## src/rtl/phy_vendor_regs_pkg.sv

```systemverilog
package phy_vendor_regs_pkg;

  localparam int ADDR_W = 5;
  localparam int DATA_W = 16;

  // register offsets on the management port
  localparam logic [4:0] OFF_SPECIAL_CTRL = 5'h10;
  localparam logic [4:0] OFF_IRQ_CTRL     = 5'h11;

  // special control register fields
  localparam int CTRL_DEBUG      = 15;
  localparam int CTRL_MDIX_OFF   = 11;
  localparam int CTRL_HEARTBEAT  = 10;
  localparam int CTRL_JABBER     = 9;
  localparam int CTRL_FAR_FAULT  = 8;
  localparam int CTRL_AN_PS_DIS  = 7;
  localparam int CTRL_DSP_BYPASS = 5;
  localparam int CTRL_REPEATER   = 2;
  localparam int CTRL_APS        = 1;
  localparam int CTRL_ANALOG_OFF = 0;

  localparam logic [15:0] CTRL_RESET  = 16'h0000;
  localparam logic [15:0] CTRL_WMASK  = 16'h8FA7;
  // bits kept across a software reset
  localparam logic [15:0] CTRL_STICKY = 16'h87A7;

  // interrupt control/status register fields
  localparam int IRQ_PIN_EN     = 15;
  localparam int IRQ_MASK_ALL   = 11;
  localparam int IRQ_MASK_SPEED = 10;
  localparam int IRQ_MASK_DUPLX = 9;
  localparam int IRQ_MASK_LINK  = 8;
  localparam int IRQ_ARB_EN     = 7;
  localparam int IRQ_FLAG_ARB   = 6;
  localparam int IRQ_FLAG_LINK  = 2;
  localparam int IRQ_FLAG_SPEED = 1;
  localparam int IRQ_FLAG_DUPLX = 0;

  localparam logic [15:0] IRQ_RESET = 16'h0E00;
  localparam logic [15:0] IRQ_WMASK = 16'h8F80;

  // event vector order used between the two modules
  localparam int EVT_DUPLX = 0;
  localparam int EVT_SPEED = 1;
  localparam int EVT_LINK  = 2;
  localparam int EVT_ARB   = 3;
  localparam int EVT_N     = 4;

endpackage

```

## src/rtl/irq_event_flags.sv

```systemverilog
`timescale 1ns/1ps

module irq_event_flags (
  // clock and reset
  input  wire logic                                   mclk,
  input  wire logic                                   rst_n,
  // event strobes and read-clear
  input  wire logic [phy_vendor_regs_pkg::EVT_N-1:0]  events,
  input  wire logic                                   clear,
  // gating from the interrupt register
  input  wire logic                                   mask_all,
  input  wire logic                                   mask_speed,
  input  wire logic                                   mask_duplex,
  input  wire logic                                   mask_link,
  input  wire logic                                   arb_en,
  // flags and pending level
  output logic      [phy_vendor_regs_pkg::EVT_N-1:0]  flags,
  output logic                                        pending
);

  typedef struct packed {
    logic [phy_vendor_regs_pkg::EVT_N-1:0] flags;
  } flags_s;

  flags_s state;
  flags_s next_state;
  logic [phy_vendor_regs_pkg::EVT_N-1:0] enabled;

  always_comb begin
    next_state = state;
    // an event in the clearing cycle survives the read
    next_state.flags = (state.flags & ~{phy_vendor_regs_pkg::EVT_N{clear}}) | events;
  end

  always_ff @(posedge mclk or negedge rst_n) begin
    if (!rst_n) begin
      state <= '0;
    end else begin
      state <= next_state;
    end
  end

  always_comb begin
    enabled = '0;
    enabled[phy_vendor_regs_pkg::EVT_SPEED] = ~mask_speed;
    enabled[phy_vendor_regs_pkg::EVT_DUPLX] = ~mask_duplex;
    enabled[phy_vendor_regs_pkg::EVT_LINK]  = ~mask_link;
    enabled[phy_vendor_regs_pkg::EVT_ARB]   = arb_en;
  end

  assign flags   = state.flags;
  assign pending = ~mask_all & (|(state.flags & enabled));

  read_clear_a: assert property (
    @(posedge mclk) disable iff (!rst_n)
    clear && events == '0 |=> flags == '0)
    else $error("flags not cleared by read");

  event_sets_a: assert property (
    @(posedge mclk) disable iff (!rst_n)
    events[phy_vendor_regs_pkg::EVT_ARB] |=> flags[phy_vendor_regs_pkg::EVT_ARB])
    else $error("arbiter event lost");

  arb_gate_a: assert property (
    @(posedge mclk) disable iff (!rst_n)
    !arb_en && flags == 4'h8 |-> !pending)
    else $error("disabled arbiter event raised interrupt");

  link_mask_a: assert property (
    @(posedge mclk) disable iff (!rst_n)
    mask_link && flags == 4'h4 |-> !pending)
    else $error("masked link event raised interrupt");

endmodule // irq_event_flags

```

## src/rtl/phy_vendor_ctrl_irq_regs.sv

```systemverilog
`timescale 1ns/1ps

// Behaviour
// - bit 15 selects normal or debug mode
// - software reset keeps programmed sticky control bits
// - bit 11 high stops automatic crossover switching
// - negotiation strapped off sets crossover-disable bit
// - bit 10 enables heartbeat in 10BASE-T
// - bit 9 enables jabber in 10BASE-T
// - bit 8 enables far-end fault in 100BASE-TX
// - bit 7 disables power saving during negotiation
// - bit 5 bypasses receive DSP reset
// - bit 2 selects repeater mode
// - bit 1 enables automatic power saving
// - bit 0 powers down analog section
// - interrupt pin driven only when enable bit set
// - global mask blocks every interrupt
// - speed, duplex, link masks suppress their interrupts; their flags still set
// - arbiter events interrupt only when enabled
// - arbiter change flag clears on read
// - link, speed, duplex flags clear on read
module phy_vendor_ctrl_irq_regs (
  // clock and reset
  input  wire logic                                    mclk,
  input  wire logic                                    resetn,
  // register port from the management engine
  input  wire logic [phy_vendor_regs_pkg::ADDR_W-1:0]  reg_addr,
  input  wire logic                                    reg_wr,
  input  wire logic                                    reg_rd,
  input  wire logic [phy_vendor_regs_pkg::DATA_W-1:0]  reg_wdata,
  output logic      [phy_vendor_regs_pkg::DATA_W-1:0]  reg_rdata,
  // software reset and strap
  input  wire logic                                    soft_reset,
  input  wire logic                                    an_strap_off,
  // status change strobes
  input  wire logic                                    speed_change,
  input  wire logic                                    duplex_change,
  input  wire logic                                    link_change,
  input  wire logic                                    arbiter_change,
  // control levels to the rest of the transceiver
  output logic                                         debug_mode,
  output logic                                         mdix_auto_disable,
  output logic                                         heartbeat_en,
  output logic                                         jabber_en,
  output logic                                         far_end_fault_en,
  output logic                                         an_power_save_disable,
  output logic                                         dsp_reset_bypass,
  output logic                                         repeater_mode,
  output logic                                         auto_power_save,
  output logic                                         analog_power_down,
  // interrupt pin, tri-state
  output logic                                         irq_output,
  output logic                                         irq_output_oe
);

  typedef struct packed {
    logic [15:0] ctrl;
    logic [15:0] irq_cfg;
    logic [15:0] rdata;
    logic        strap_done;
    logic        strap_an_off;
  } regs_s;

  regs_s state;
  regs_s next_state;

  logic        rst_meta;
  logic        rst_sync;
  logic [phy_vendor_regs_pkg::EVT_N-1:0] events;
  logic [phy_vendor_regs_pkg::EVT_N-1:0] flags;
  logic        pending;
  logic        wr_ctrl;
  logic        wr_irq;
  logic        rd_ctrl;
  logic        rd_irq;

  // the flags sit in two separate groups of the status word
  function automatic logic [15:0] place_flags(input logic [phy_vendor_regs_pkg::EVT_N-1:0] f);
    logic [15:0] w;
    w = '0;
    w[phy_vendor_regs_pkg::IRQ_FLAG_ARB]   = f[phy_vendor_regs_pkg::EVT_ARB];
    w[phy_vendor_regs_pkg::IRQ_FLAG_LINK]  = f[phy_vendor_regs_pkg::EVT_LINK];
    w[phy_vendor_regs_pkg::IRQ_FLAG_SPEED] = f[phy_vendor_regs_pkg::EVT_SPEED];
    w[phy_vendor_regs_pkg::IRQ_FLAG_DUPLX] = f[phy_vendor_regs_pkg::EVT_DUPLX];
    return w;
  endfunction

  always_ff @(posedge mclk or negedge resetn) begin
    if (!resetn) begin
      rst_meta <= 1'b0;
      rst_sync <= 1'b0;
    end else begin
      rst_meta <= 1'b1;
      rst_sync <= rst_meta;
    end
  end

  assign wr_ctrl = reg_wr && reg_addr == phy_vendor_regs_pkg::OFF_SPECIAL_CTRL;
  assign wr_irq  = reg_wr && reg_addr == phy_vendor_regs_pkg::OFF_IRQ_CTRL;
  assign rd_ctrl = reg_rd && reg_addr == phy_vendor_regs_pkg::OFF_SPECIAL_CTRL;
  assign rd_irq  = reg_rd && reg_addr == phy_vendor_regs_pkg::OFF_IRQ_CTRL;

  always_comb begin
    events = '0;
    events[phy_vendor_regs_pkg::EVT_SPEED] = speed_change;
    events[phy_vendor_regs_pkg::EVT_DUPLX] = duplex_change;
    events[phy_vendor_regs_pkg::EVT_LINK]  = link_change;
    events[phy_vendor_regs_pkg::EVT_ARB]   = arbiter_change;
  end

  always_comb begin
    next_state = state;
    // strap is caught on the first edge after reset release
    if (!state.strap_done) begin
      next_state.strap_done   = 1'b1;
      next_state.strap_an_off = an_strap_off;
      if (an_strap_off) begin
        next_state.ctrl[phy_vendor_regs_pkg::CTRL_MDIX_OFF] = 1'b1;
      end
    end
    // only the non-sticky crossover bit returns to its strap default
    if (soft_reset) begin
      next_state.ctrl = (state.ctrl & phy_vendor_regs_pkg::CTRL_STICKY)
                      | (phy_vendor_regs_pkg::CTRL_RESET & ~phy_vendor_regs_pkg::CTRL_STICKY);
      // strap value of this cycle, so a reset racing the strap capture still sees it
      next_state.ctrl[phy_vendor_regs_pkg::CTRL_MDIX_OFF] = next_state.strap_an_off;
    end
    // a write in the same cycle as a software reset wins
    if (wr_ctrl) begin
      next_state.ctrl = reg_wdata & phy_vendor_regs_pkg::CTRL_WMASK;
    end
    if (wr_irq) begin
      next_state.irq_cfg = reg_wdata & phy_vendor_regs_pkg::IRQ_WMASK;
    end
    if (rd_ctrl) begin
      next_state.rdata = state.ctrl;
    end else if (rd_irq) begin
      next_state.rdata = state.irq_cfg | place_flags(flags);
    end else if (reg_rd) begin
      next_state.rdata = '0;
    end
  end

  always_ff @(posedge mclk or negedge rst_sync) begin
    if (!rst_sync) begin
      state.ctrl         <= phy_vendor_regs_pkg::CTRL_RESET;
      state.irq_cfg      <= phy_vendor_regs_pkg::IRQ_RESET;
      state.rdata        <= '0;
      state.strap_done   <= 1'b0;
      state.strap_an_off <= 1'b0;
    end else begin
      state <= next_state;
    end
  end

  irq_event_flags irq_event_flags_i (
    .mclk        (mclk),
    .rst_n       (rst_sync),
    .events      (events),
    .clear       (rd_irq),
    .mask_all    (state.irq_cfg[phy_vendor_regs_pkg::IRQ_MASK_ALL]),
    .mask_speed  (state.irq_cfg[phy_vendor_regs_pkg::IRQ_MASK_SPEED]),
    .mask_duplex (state.irq_cfg[phy_vendor_regs_pkg::IRQ_MASK_DUPLX]),
    .mask_link   (state.irq_cfg[phy_vendor_regs_pkg::IRQ_MASK_LINK]),
    .arb_en      (state.irq_cfg[phy_vendor_regs_pkg::IRQ_ARB_EN]),
    .flags       (flags),
    .pending     (pending)
  );

  assign reg_rdata             = state.rdata;
  assign debug_mode            = state.ctrl[phy_vendor_regs_pkg::CTRL_DEBUG];
  assign mdix_auto_disable     = state.ctrl[phy_vendor_regs_pkg::CTRL_MDIX_OFF];
  assign heartbeat_en          = state.ctrl[phy_vendor_regs_pkg::CTRL_HEARTBEAT];
  assign jabber_en             = state.ctrl[phy_vendor_regs_pkg::CTRL_JABBER];
  assign far_end_fault_en      = state.ctrl[phy_vendor_regs_pkg::CTRL_FAR_FAULT];
  assign an_power_save_disable = state.ctrl[phy_vendor_regs_pkg::CTRL_AN_PS_DIS];
  assign dsp_reset_bypass      = state.ctrl[phy_vendor_regs_pkg::CTRL_DSP_BYPASS];
  assign repeater_mode         = state.ctrl[phy_vendor_regs_pkg::CTRL_REPEATER];
  assign auto_power_save       = state.ctrl[phy_vendor_regs_pkg::CTRL_APS];
  assign analog_power_down     = state.ctrl[phy_vendor_regs_pkg::CTRL_ANALOG_OFF];
  // active high while an unmasked flag is pending; the pin floats when disabled
  assign irq_output            = pending;
  assign irq_output_oe         = state.irq_cfg[phy_vendor_regs_pkg::IRQ_PIN_EN];

  soft_sticky_a: assert property (
    @(posedge mclk) disable iff (!rst_sync)
    soft_reset && !reg_wr && state.strap_done |=>
      (state.ctrl & phy_vendor_regs_pkg::CTRL_STICKY)
      == ($past(state.ctrl) & phy_vendor_regs_pkg::CTRL_STICKY))
    else $error("software reset altered a sticky bit");

  strap_mdix_a: assert property (
    @(posedge mclk) disable iff (!rst_sync)
    !state.strap_done && an_strap_off && !wr_ctrl |=> mdix_auto_disable)
    else $error("strap did not disable crossover");

  ctrl_write_a: assert property (
    @(posedge mclk) disable iff (!rst_sync)
    wr_ctrl |=> mdix_auto_disable == $past(reg_wdata[phy_vendor_regs_pkg::CTRL_MDIX_OFF]) &&
      analog_power_down == $past(reg_wdata[phy_vendor_regs_pkg::CTRL_ANALOG_OFF]) &&
      debug_mode == $past(reg_wdata[phy_vendor_regs_pkg::CTRL_DEBUG]))
    else $error("control write not taken");

  pin_hiz_a: assert property (
    @(posedge mclk) disable iff (!rst_sync)
    wr_irq |=> irq_output_oe == $past(reg_wdata[15]))
    else $error("pin enable not following register");

  all_mask_a: assert property (
    @(posedge mclk) disable iff (!rst_sync)
    state.irq_cfg[phy_vendor_regs_pkg::IRQ_MASK_ALL] |-> !irq_output)
    else $error("interrupt while globally masked");

  irq_cause_a: assert property (
    @(posedge mclk) disable iff (!rst_sync)
    wr_irq && reg_wdata == 16'h8000 ##1 !wr_irq ##1 link_change && !wr_irq
      ##1 !wr_irq && !rd_irq |-> irq_output ##1 irq_output)
    else $error("unmasked link event gave no interrupt");

  heartbeat_wr_a: assert property (
    @(posedge mclk) disable iff (!rst_sync)
    wr_ctrl |=> heartbeat_en == $past(reg_wdata[phy_vendor_regs_pkg::CTRL_HEARTBEAT]))
    else $error("heartbeat enable not taken");

  jabber_wr_a: assert property (
    @(posedge mclk) disable iff (!rst_sync)
    wr_ctrl |=> jabber_en == $past(reg_wdata[phy_vendor_regs_pkg::CTRL_JABBER]))
    else $error("jabber enable not taken");

  far_fault_wr_a: assert property (
    @(posedge mclk) disable iff (!rst_sync)
    wr_ctrl |=> far_end_fault_en == $past(reg_wdata[phy_vendor_regs_pkg::CTRL_FAR_FAULT]))
    else $error("far-end fault enable not taken");

  ps_disable_wr_a: assert property (
    @(posedge mclk) disable iff (!rst_sync)
    wr_ctrl |=>
      an_power_save_disable == $past(reg_wdata[phy_vendor_regs_pkg::CTRL_AN_PS_DIS]))
    else $error("power saving disable not taken");

  dsp_bypass_wr_a: assert property (
    @(posedge mclk) disable iff (!rst_sync)
    wr_ctrl |=> dsp_reset_bypass == $past(reg_wdata[phy_vendor_regs_pkg::CTRL_DSP_BYPASS]))
    else $error("dsp reset bypass not taken");

  repeater_wr_a: assert property (
    @(posedge mclk) disable iff (!rst_sync)
    wr_ctrl |=> repeater_mode == $past(reg_wdata[phy_vendor_regs_pkg::CTRL_REPEATER]))
    else $error("repeater mode not taken");

  aps_wr_a: assert property (
    @(posedge mclk) disable iff (!rst_sync)
    wr_ctrl |=> auto_power_save == $past(reg_wdata[phy_vendor_regs_pkg::CTRL_APS]))
    else $error("auto power save not taken");

  soft_mdix_a: assert property (
    @(posedge mclk) disable iff (!rst_sync)
    soft_reset && !wr_ctrl && state.strap_done |=> mdix_auto_disable == state.strap_an_off)
    else $error("software reset lost crossover strap value");

  ctrl_read_a: assert property (
    @(posedge mclk) disable iff (!rst_sync)
    rd_ctrl |=> reg_rdata == $past(state.ctrl))
    else $error("control read data wrong");

  link_flag_rd_a: assert property (
    @(posedge mclk) disable iff (!rst_sync)
    rd_irq && flags[phy_vendor_regs_pkg::EVT_LINK] |=>
      reg_rdata[phy_vendor_regs_pkg::IRQ_FLAG_LINK])
    else $error("link flag missing from read data");

  speed_flag_rd_a: assert property (
    @(posedge mclk) disable iff (!rst_sync)
    rd_irq && flags[phy_vendor_regs_pkg::EVT_SPEED] |=>
      reg_rdata[phy_vendor_regs_pkg::IRQ_FLAG_SPEED])
    else $error("speed flag missing from read data");

  duplex_flag_rd_a: assert property (
    @(posedge mclk) disable iff (!rst_sync)
    rd_irq && flags[phy_vendor_regs_pkg::EVT_DUPLX] |=>
      reg_rdata[phy_vendor_regs_pkg::IRQ_FLAG_DUPLX])
    else $error("duplex flag missing from read data");

  arb_flag_rd_a: assert property (
    @(posedge mclk) disable iff (!rst_sync)
    rd_irq && flags[phy_vendor_regs_pkg::EVT_ARB] |=>
      reg_rdata[phy_vendor_regs_pkg::IRQ_FLAG_ARB])
    else $error("arbiter flag missing from read data");

  link_irq_a: assert property (
    @(posedge mclk) disable iff (!rst_sync)
    !state.irq_cfg[phy_vendor_regs_pkg::IRQ_MASK_ALL] &&
      !state.irq_cfg[phy_vendor_regs_pkg::IRQ_MASK_LINK] &&
      flags[phy_vendor_regs_pkg::EVT_LINK] |-> irq_output)
    else $error("unmasked link flag gave no interrupt");

  speed_irq_a: assert property (
    @(posedge mclk) disable iff (!rst_sync)
    !state.irq_cfg[phy_vendor_regs_pkg::IRQ_MASK_ALL] &&
      !state.irq_cfg[phy_vendor_regs_pkg::IRQ_MASK_SPEED] &&
      flags[phy_vendor_regs_pkg::EVT_SPEED] |-> irq_output)
    else $error("unmasked speed flag gave no interrupt");

  duplex_irq_a: assert property (
    @(posedge mclk) disable iff (!rst_sync)
    !state.irq_cfg[phy_vendor_regs_pkg::IRQ_MASK_ALL] &&
      !state.irq_cfg[phy_vendor_regs_pkg::IRQ_MASK_DUPLX] &&
      flags[phy_vendor_regs_pkg::EVT_DUPLX] |-> irq_output)
    else $error("unmasked duplex flag gave no interrupt");

  arb_irq_a: assert property (
    @(posedge mclk) disable iff (!rst_sync)
    !state.irq_cfg[phy_vendor_regs_pkg::IRQ_MASK_ALL] &&
      state.irq_cfg[phy_vendor_regs_pkg::IRQ_ARB_EN] &&
      flags[phy_vendor_regs_pkg::EVT_ARB] |-> irq_output)
    else $error("enabled arbiter flag gave no interrupt");

  speed_mask_a: assert property (
    @(posedge mclk) disable iff (!rst_sync)
    state.irq_cfg[phy_vendor_regs_pkg::IRQ_MASK_SPEED] &&
      flags == (4'h1 << phy_vendor_regs_pkg::EVT_SPEED) |-> !irq_output)
    else $error("masked speed event raised interrupt");

endmodule // phy_vendor_ctrl_irq_regs

```

## config.mk

```make
export PLATFORM = sky130hd
export DESIGN_NAME = phy_vendor_ctrl_irq_regs
export DESIGN_NICKNAME = d
export VERILOG_FILES = /design/src/rtl/phy_vendor_regs_pkg.sv /design/src/rtl/irq_event_flags.sv /design/src/rtl/phy_vendor_ctrl_irq_regs.sv
export SDC_FILE = /design/constraint.sdc
export NUM_CORES = 1
export LEC_CHECK = 0
export BUFFER_PORTS_ARGS = -buffer_cell sky130_fd_sc_hd__buf_2
export CAP_MARGIN = 30
export CORE_ASPECT_RATIO = 0.6
export CORE_MARGIN = 5
export CORE_UTILIZATION = 43
export CTS_BUF_LIST = sky130_fd_sc_hd__clkbuf_8 sky130_fd_sc_hd__clkbuf_16
export CTS_CLUSTER_DIAMETER = 150
export CTS_CLUSTER_SIZE = 8
export DETAILED_ROUTE_END_ITERATION = 8
export MAX_ROUTING_LAYER = met4
export PLACE_DENSITY = 0.85
export SLEW_MARGIN = 0
export SYNTH_ARGS = -nofsm -noshare
export SYNTH_HDL_FRONTEND = slang
export SYNTH_SLANG_ARGS = --single-unit
```

## constraint.sdc

```tcl
create_clock -name mclk -period 1 [get_ports mclk]
set_input_delay 0.15 -clock mclk [delete_from_list [all_inputs] [get_ports mclk]]
set_output_delay 0.15 -clock mclk [all_outputs]
set_load 0.1 [all_outputs]
```

---- After elaboration in Yosys (flattened, before gate mapping) ----
Index checks and enable logic that the tools add are counted.
operators by class
  $add $sub $neg .......................... 0
  $mul .................................... 0
  div/mod/pow operators ................... 0
  magnitude comparators ................... 0
  equality and inequality tests ........... 3
  shift operators ......................... 0
  muxes and demuxes ....................... 8
  bitwise gates (word level) .............. 10
  reduce and logical (&&, ||, !) cells .... 9
operator list
  operator            number
  $mux 16             4
  $or 16x7->16        1
  $mux 15             1
  $eq 5x5->1 const B  2
  $and 4x4->4         2
  $reduce_bool 3->1   2
  $logic_and 1x1->1   4
  $not 1->1           4
  $not 4->4           1
  $or 4x4->4          1
  $reduce_or 4->1     1
  $mux 1              3
  $ne 3x2->1 const B  1
  $reduce_and 2->1    1
  $reduce_bool 2->1   1
  $and 1x1->1         1
word-level totals
  register bits ........................... 46
  bits in latches ......................... 0
  bits in writable memories ............... 0
  memory bits (read-only) ................. 0
  input port bits ......................... 31
  output and inout bits ................... 28
  word-level logic and storage cells ...... 40
  memories kept ........................... 0

---- Depth between registers and ports, before layout ----
Gate-level depths: netlist of run 1.
  depth after elaboration ................. 5
  depth in mapped cells ................... 3
  depth with buffers taken out ............ 3

---- Hierarchy ----
A second synthesis of run 1 with hierarchy kept.
second synthesis, totals
  cells, all modules ...................... 138
  area, all modules ....................... 1,630.3 sq um
by module, submodules not included
  module                    instances  cells each  area an instance (sq um)  seq. area each (sq um)
  phy_vendor_ctrl_irq_regs  1          124         1,457.6                   779.5
  irq_event_flags           1          14          172.7                     100.1

---- Worst setup path after synthesis of run 1 ----
No wires, ideal clock.
  path type ............................... register -> output
  from .................................... register state[28] in the netlist's numbering
  to ...................................... output irq_output
  arrival time ............................ 2.145 ns
  data required time ...................... 0.850 ns
  path slack .............................. -1.295 ns
  cell stages (with the launch flop) ...... 3
  buffers on the path ..................... 0
  path through ............................ dfstp_2 > nand2b_1 > a31oi_1
on the way
  longest elaborated chain between the ends .. 4
RTL lines
  what                    RTL line                         source
  start, declared         phy_vendor_ctrl_irq_regs.sv:64   regs_s state;
  start signal, assigned  phy_vendor_ctrl_irq_regs.sv:152  state <= next_state;
  $not 1->1               irq_event_flags.sv:45            enabled[phy_vendor_regs_pkg::EVT_SPEED] = ~mask_speed;
  $and 4x4->4             irq_event_flags.sv:52            assign pending = ~mask_all & (|(state.flags & enabled));
  $reduce_or 4->1         irq_event_flags.sv:52
  $and 1x1->1             irq_event_flags.sv:52
  end, declared           phy_vendor_ctrl_irq_regs.sv:52   output logic irq_output,
Every way passes these cells.

---- Worst setup path after layout of run 1 ----
  from .................................... register state[25] in the netlist's numbering
  to ...................................... output irq_output
on the way
  longest elaborated chain between the ends .. 3
RTL lines
  what             RTL line
  $and 4x4->4      irq_event_flags.sv:52
  $reduce_or 4->1  irq_event_flags.sv:52
  $and 1x1->1      irq_event_flags.sv:52
Every way passes these cells.

==> run metrics, run 1 <==
number of CTS-inserted buffers=5; status=finished with violations; Worst Path Max Fanout=2; DR pass1 iterations=4; Detail Placement HPWL=3040 um; most frequent cells after synthesis=dfrtp_1 (32), buf_4 (16), mux2_2 (16); std cell rows=16; Clock Path Buffers=2; crit-path cells=a22oi_2 > a31oi_4 > buf_12; number of filler cells placed in the layout=189; ys async rst share=100%; Yosys reg bits=35; drt drc=0; most used flip-flop cell after synthesis=dfrtp_1; CTS H-Tree Depth=2; Period minus WS final=1.41 ns; sequential share of the synthesized area=57.0%; total die area=4930 um^2; number of global-route vias before repair=1,397; Cell Pwr Density=1820 nW/um^2; dominant cell type by area after synthesis=dfrtp_1; Initial Util=45.9%; Leak Pwr=1.30 nW; layout cells sized above 1=72.8%; Fin. Hold Viols=0; Worst Setup End Kind=output port; Antenna diodes=0; clk sinks=35; top-area cell type share of the netlist area=51.9%; f_max=710 MHz; initial drt markers=57; Post-Route Setup TNS=-3.00 ns; CTS tree=built; Final Cell Area=2730 um^2; HP Class=primary input to flip-flop; die height=56.4 um; Syn Std Cell Area=1540 um^2; core area=3360 um^2; Clock Skew=0.00450 ns; worst skew pair latency=0.29 ns; initial antenna violation count=0; violations in the final reports=setup timing; final worst slack=-0.408 ns; Worst Path Arrival=1.26 ns; Remaining Overflow, GRT=0; Syn. warnings=0; critical path class=flip-flop to output port; final wirelength=4270 um; RSZ-0062 raised after global routing=true; vias=1,198; GPL Wtd Cong=0.916; max reg flops=11; Crit path largest cell delay=0.40 ns; area post-placement=2490 um^2; Final #Nets=225; root buf cell=clkbuf_8; Mapped Cells=115; worst path bufs/invs=1; total of max-cap violations=0; Max rail drop VDD=1480 uV; CP top delay family=flip-flops; Fin Hold WS=0.0313 ns; Top Ports=59; IO buf count=47; antenna-violating nets left=0; Avg Cell Area, Syn=13.4 um^2; Post-synth EDFFs=0; DR vias/cell=4.99; largest cells by area after synthesis=dfrtp_1 (52%), mux2_2 (12%), buf_4 (7.8%); Syn-to-layout area delta=76.8%; Clk pin slew, worst setup/hold paths=0.07 ns; Global Route Usage Sum=19.8%; Tcrit/Tclk final=141%; Critical-path top delay cell=dfrtp_1; largest net degree at the start of global routing=34; most instantiated library cell after synthesis=dfrtp_1; Slew Limit Fails=0; Startpoint Class=flip-flop; final setup vio count=33; Die W=87.4 um; DR WL/cell=17.8 um; count of cell types in the netlist=22; Worst EP required=0.85 ns; first-pass GRT wire length=7060 um
==> worst reg2reg max path, cell delays in order (launching register included) <==
cell and delay [ns]:
dfrtp_4 0.49, buf_6 0.13, nand2b_4 0.06, nand3_2 0.05, mux2_4 0.26
==> path summary, 6_finish.rpt <==
check                                              start                                   end  slack, ns  cells after the start
min reg2reg                           rst_sync$_DFF_PN0_                 jabber_en$_DFFE_PN0N_       0.22                      1
min in group asynchronous                         resetn                    rst_sync$_DFF_PN0_       0.17                      2
min                                        duplex_change  irq_event_flags_i.flags[0]$_DFF_PN0_       0.03                      2
max                                state[25]$_DFFE_PN0P_                            irq_output      -0.41                      3
max in group asynchronous             rst_sync$_DFF_PN0_                 state[28]$_DFFE_PN1P_       0.53                      1
max reg2reg                mdix_auto_disable$_DFFE_PN0P_         mdix_auto_disable$_DFFE_PN0P_      -0.11                      4
==> layer usage <==
metal,routed length [um],vias up,track usage [%]
li1,-,543,-
met3,286,7,7.16
met5,0,-,-
met1,1740,604,23.8
met4,59,0,4.81
met2,2180,44,31.9
==> placed cells by master (no fill, tap or decap), drive strengths merged <==
cell type     n
nand4bb       1
a31oi         1
clkbuf        7
nor3b         1
mux2         16
nand2         2
nor3          1
a221o         9
dfrtp        32
nor2b        10
nand2b        4
nand4         3
nand3         2
inv           3
dlygate4sd3   1
dfstp         3
buf          83
a22o          2
a22oi         1
nor2          2
a21o          4
conb          7
==> layout make-up <==
cell class | instances | area [um^2] | share of cell area (%)
clock inverters | 1 | 3.75 | 0.137
inverters | 2 | 7.51 | 0.275
clock buffers | 7 | 96.3 | 3.53
flip-flops and latches | 35 | 922 | 33.8
repair buffers | 84 | 958 | 35.1
multi-input cells | 66 | 686 | 25.1
well taps | 45 | 56.3 | 2.06
==> what timing repair did <==
action / in CTS / in global routing
endpoints found under the hold margin: 2 / 0
hold buffers: 1 / 0
pin swaps: 2 / 1
gates resized for setup: 17 / 3
setup endpoints to repair: 25 / 39
setup buffers: 14 / 0
==> cell families after synthesis <==
group / count (synthesis) / share of synthesized area (%)
mux: 16 / 11.7
compound gates: 17 / 10.5
other cells: 2 / 0.486
flops: 35 / 57.0
simple gates: 26 / 11.8
buf+inv: 19 / 8.51
==> report_power, final <==
part,internal [mW],switching (mW)
Sequential,1.64,0.162
Clock,0.618,0.493
Combinational,0.892,1.17
==> metrics by stage <==
step | instances | utilization [%] | power [mW] | setup slack, ns
floorplan | 120 | - | 2.93 | -0.256
global placement | 224 | 73.9 | 3.61 | -0.165
detailed placement | 224 | 73.9 | 3.66 | -0.257
CTS | 240 | 80.8 | 4.98 | -0.421
global route | 240 | 81.2 | 5.16 | -0.447
finish | 240 | 81.2 | 4.97 | -0.408
Note: power is estimated with default switching activity, not from simulation.
==> run 2, diff against run 1 <==
--- a/config.mk
+++ b/config.mk
@@ -5,17 +5,18 @@
 export SDC_FILE = /design/constraint.sdc
 export NUM_CORES = 1
 export LEC_CHECK = 0
+export ABC_CLOCK_PERIOD_IN_PS = 1400
 export BUFFER_PORTS_ARGS = -buffer_cell sky130_fd_sc_hd__buf_2
 export CAP_MARGIN = 30
 export CORE_ASPECT_RATIO = 0.6
 export CORE_MARGIN = 5
-export CORE_UTILIZATION = 43
+export CORE_UTILIZATION = 35
 export CTS_BUF_LIST = sky130_fd_sc_hd__clkbuf_8 sky130_fd_sc_hd__clkbuf_16
 export CTS_CLUSTER_DIAMETER = 150
 export CTS_CLUSTER_SIZE = 8
 export DETAILED_ROUTE_END_ITERATION = 8
 export MAX_ROUTING_LAYER = met4
-export PLACE_DENSITY = 0.85
+export PLACE_DENSITY = 0.71
 export SLEW_MARGIN = 0
 export SYNTH_ARGS = -nofsm -noshare
 export SYNTH_HDL_FRONTEND = slang
==> constraint.sdc (replaced) <==
create_clock -name mclk -period 1.4 [get_ports mclk]
set_input_delay 0.21 -clock mclk [delete_from_list [all_inputs] [get_ports mclk]]
set_output_delay 0.21 -clock mclk [all_outputs]
set_load 0.1 [all_outputs]
==> run 2 against run 1 <==
The run still ends with setup timing left. Design area fell by 27%. Highest routed layer unchanged. Via count fell by 11%. Largest cell class is now flip-flops and latches. Sequential share of layout area rose by 10 points. Global-route usage fell by 6.2 points.
==> run metrics, run 2 (synthesis gave the netlist of run 1 again) <==
status=finished with violations; violations in the final reports=setup timing; final worst slack=-0.0348 ns (+0.374 ns); Worst Path Arrival=1.22 ns (-0.04 ns); placed insts=217 (-3.1%); largest net degree at the start of global routing=34 (unchanged); Tcrit/Tclk final=102%; Leak Pwr=1.01 nW (-22%); HP Class=primary input to flip-flop; Worst EP required=1.19 ns (+0.34 ns); Clock Path Buffers=2 (unchanged); clk sinks=35 (unchanged); Syn-to-layout area delta=29.1%; Remaining Overflow, GRT=0 (unchanged); Cell Pwr Density=1450 nW/um^2 (-20%); layout cells sized above 1=59.1% (-14 points); core area=4190 um^2 (+25%); number of CTS-inserted buffers=5 (unchanged); DR vias/cell=4.61 (-7.6%); final setup vio count=1 (-97%); Slew Limit Fails=0 (unchanged); Detail Placement HPWL=2590 um (-15%); drt drc=0 (unchanged); vias=1,065 (-11%); crit-path cells=a22oi_2 > a31oi_4 > buf_12; Startpoint Class=flip-flop; Final #Nets=201 (-11%); critical path class=flip-flop to output port; Die W=95.7 um (+9.6%); Fin. Hold Viols=0 (unchanged); Clk pin slew, worst setup/hold paths=0.07 ns (about the same); Period minus WS final=1.43 ns; total die area=5880 um^2 (+19%); root buf cell=clkbuf_8; Clock Skew=0.00435 ns (-0.000148 ns); Top Ports=59 (unchanged); GPL Wtd Cong=0.732 (-20%); final wirelength=3540 um (-17%); Crit path largest cell delay=0.39 ns (about the same); final std cells w/o fill=231 (-3.8%); f_max=697 MHz; first-pass GRT wire length=5540 um (-22%); commonest non-fill, non-tap cell in the layout=buf_2; Initial Util=36.9% (-9.0 points); antenna-violating nets left=0 (unchanged); Antenna diodes=0 (unchanged); Worst Path Max Fanout=2 (unchanged); DR WL/cell=15.3 um (-14%); Worst Setup End Kind=output port; die height=61.4 um (+8.9%); initial antenna violation count=0 (unchanged); Max rail drop VDD=692 uV (-53%); commonest non-fill, non-tap cells in the layout=buf_2 (46), dfrtp_1 (32), mux2_2 (16), buf_4 (11), nor2b_1 (10); IO buf count=47 (unchanged); initial drt markers=55 (-3.5%); Final Total Pwr=2.89 mW (-42%); Critical-path top delay cell=dfrtp_1; Global Route Usage Sum=13.6% (-6.2 points); max reg flops=11 (unchanged); std cell rows=18 (+2); RSZ-0062 raised after global routing=true; DR pass1 iterations=4 (unchanged); CTS tree=built; total of max-cap violations=0 (unchanged); worst skew pair latency=0.29 ns (about the same); number of global-route vias before repair=1,078 (-23%); CTS H-Tree Depth=2 (unchanged)
-- run 2: cell count changes in the layout (fill, tap and decap cells not counted), sizes merged --
| cell | delta |
|---|---|
| buf | -24 |
| clkbuf | -2 |
| clkinv | +1 |
| inv | +1 |
-- run 2: cell type report --
class / instances / area [um^2]
Clock buffer: 5 / 68.8
Clock inverter: 3 / 12.5
Fill cell: 413 / 2200
Inverter: 2 / 7.51
Multi-Input combinational cell: 66 / 587
Sequential cell: 35 / 880
Tap cell: 60 / 75.1
Timing Repair Buffer: 60 / 363
-- run 2: per-layer routing --
metal  part of all wire, %  vias to the layer above  GRT usage, %
met5                     0                        -             -
li1                      -                      502             -
met4                   2.0                        0          6.07
met3                   8.6                        7          5.01
met1                    50                      515          18.9
met2                    40                       41          17.5
-- run 2: metrics by stage --
stage	worst slack (ns)	hold slack, ns	area, um^2	util [%]	setup TNS (ns)
after floorplan	0.0317	-0.0856	1580	-	0
after global placement	0.182	-0.00486	1840	44.0	0
after detailed placement	0.125	-0.00250	1840	44.0	0
after CTS	-0.0524	0.0921	1990	47.6	-0.0524
after global routing	-0.0864	0.0948	1990	47.6	-0.0864
final	-0.0348	0.0984	1990	47.6	-0.0348
-- run 2: final timing paths --
path	to	slack, ns	from	cells past startpoint
setup / recovery	irq_output	-0.03	state[25]$_DFFE_PN0P_	3
hold / removal	irq_event_flags_i.flags[3]$_DFF_PN0_	0.1	arbiter_change	2
setup reg to reg	reg_rdata[7]$_DFFE_PN0P_	0.42	state[25]$_DFFE_PN0P_	2
hold reg to reg	state[25]$_DFFE_PN0P_	0.27	rst_sync$_DFF_PN0_	1
max in group asynchronous	state[28]$_DFFE_PN1P_	0.80	rst_sync$_DFF_PN0_	1
min in group asynchronous	rst_sync$_DFF_PN0_	0.23	resetn	2
-- run 2: critical path, delay by kind of cell, from the launching register on --
kind            cells  cell delay (ns)
buf+inv             1             0.18
compound gates      2             0.36
flops               1             0.39
-- run 2: where the power goes --
group / internal [mW] / switching [mW]
clock: 0.334 / 0.359
sequential: 1.13 / 0.0720
combinational: 0.241 / 0.755
-- run 2: what timing repair did --
item	CTS	global route
resized for setup	3	0
hold buffers	1	0
pin swaps	2	0
hold endpoints to repair	2	0
buffers inserted	5	0
setup endpoints to repair	1	1
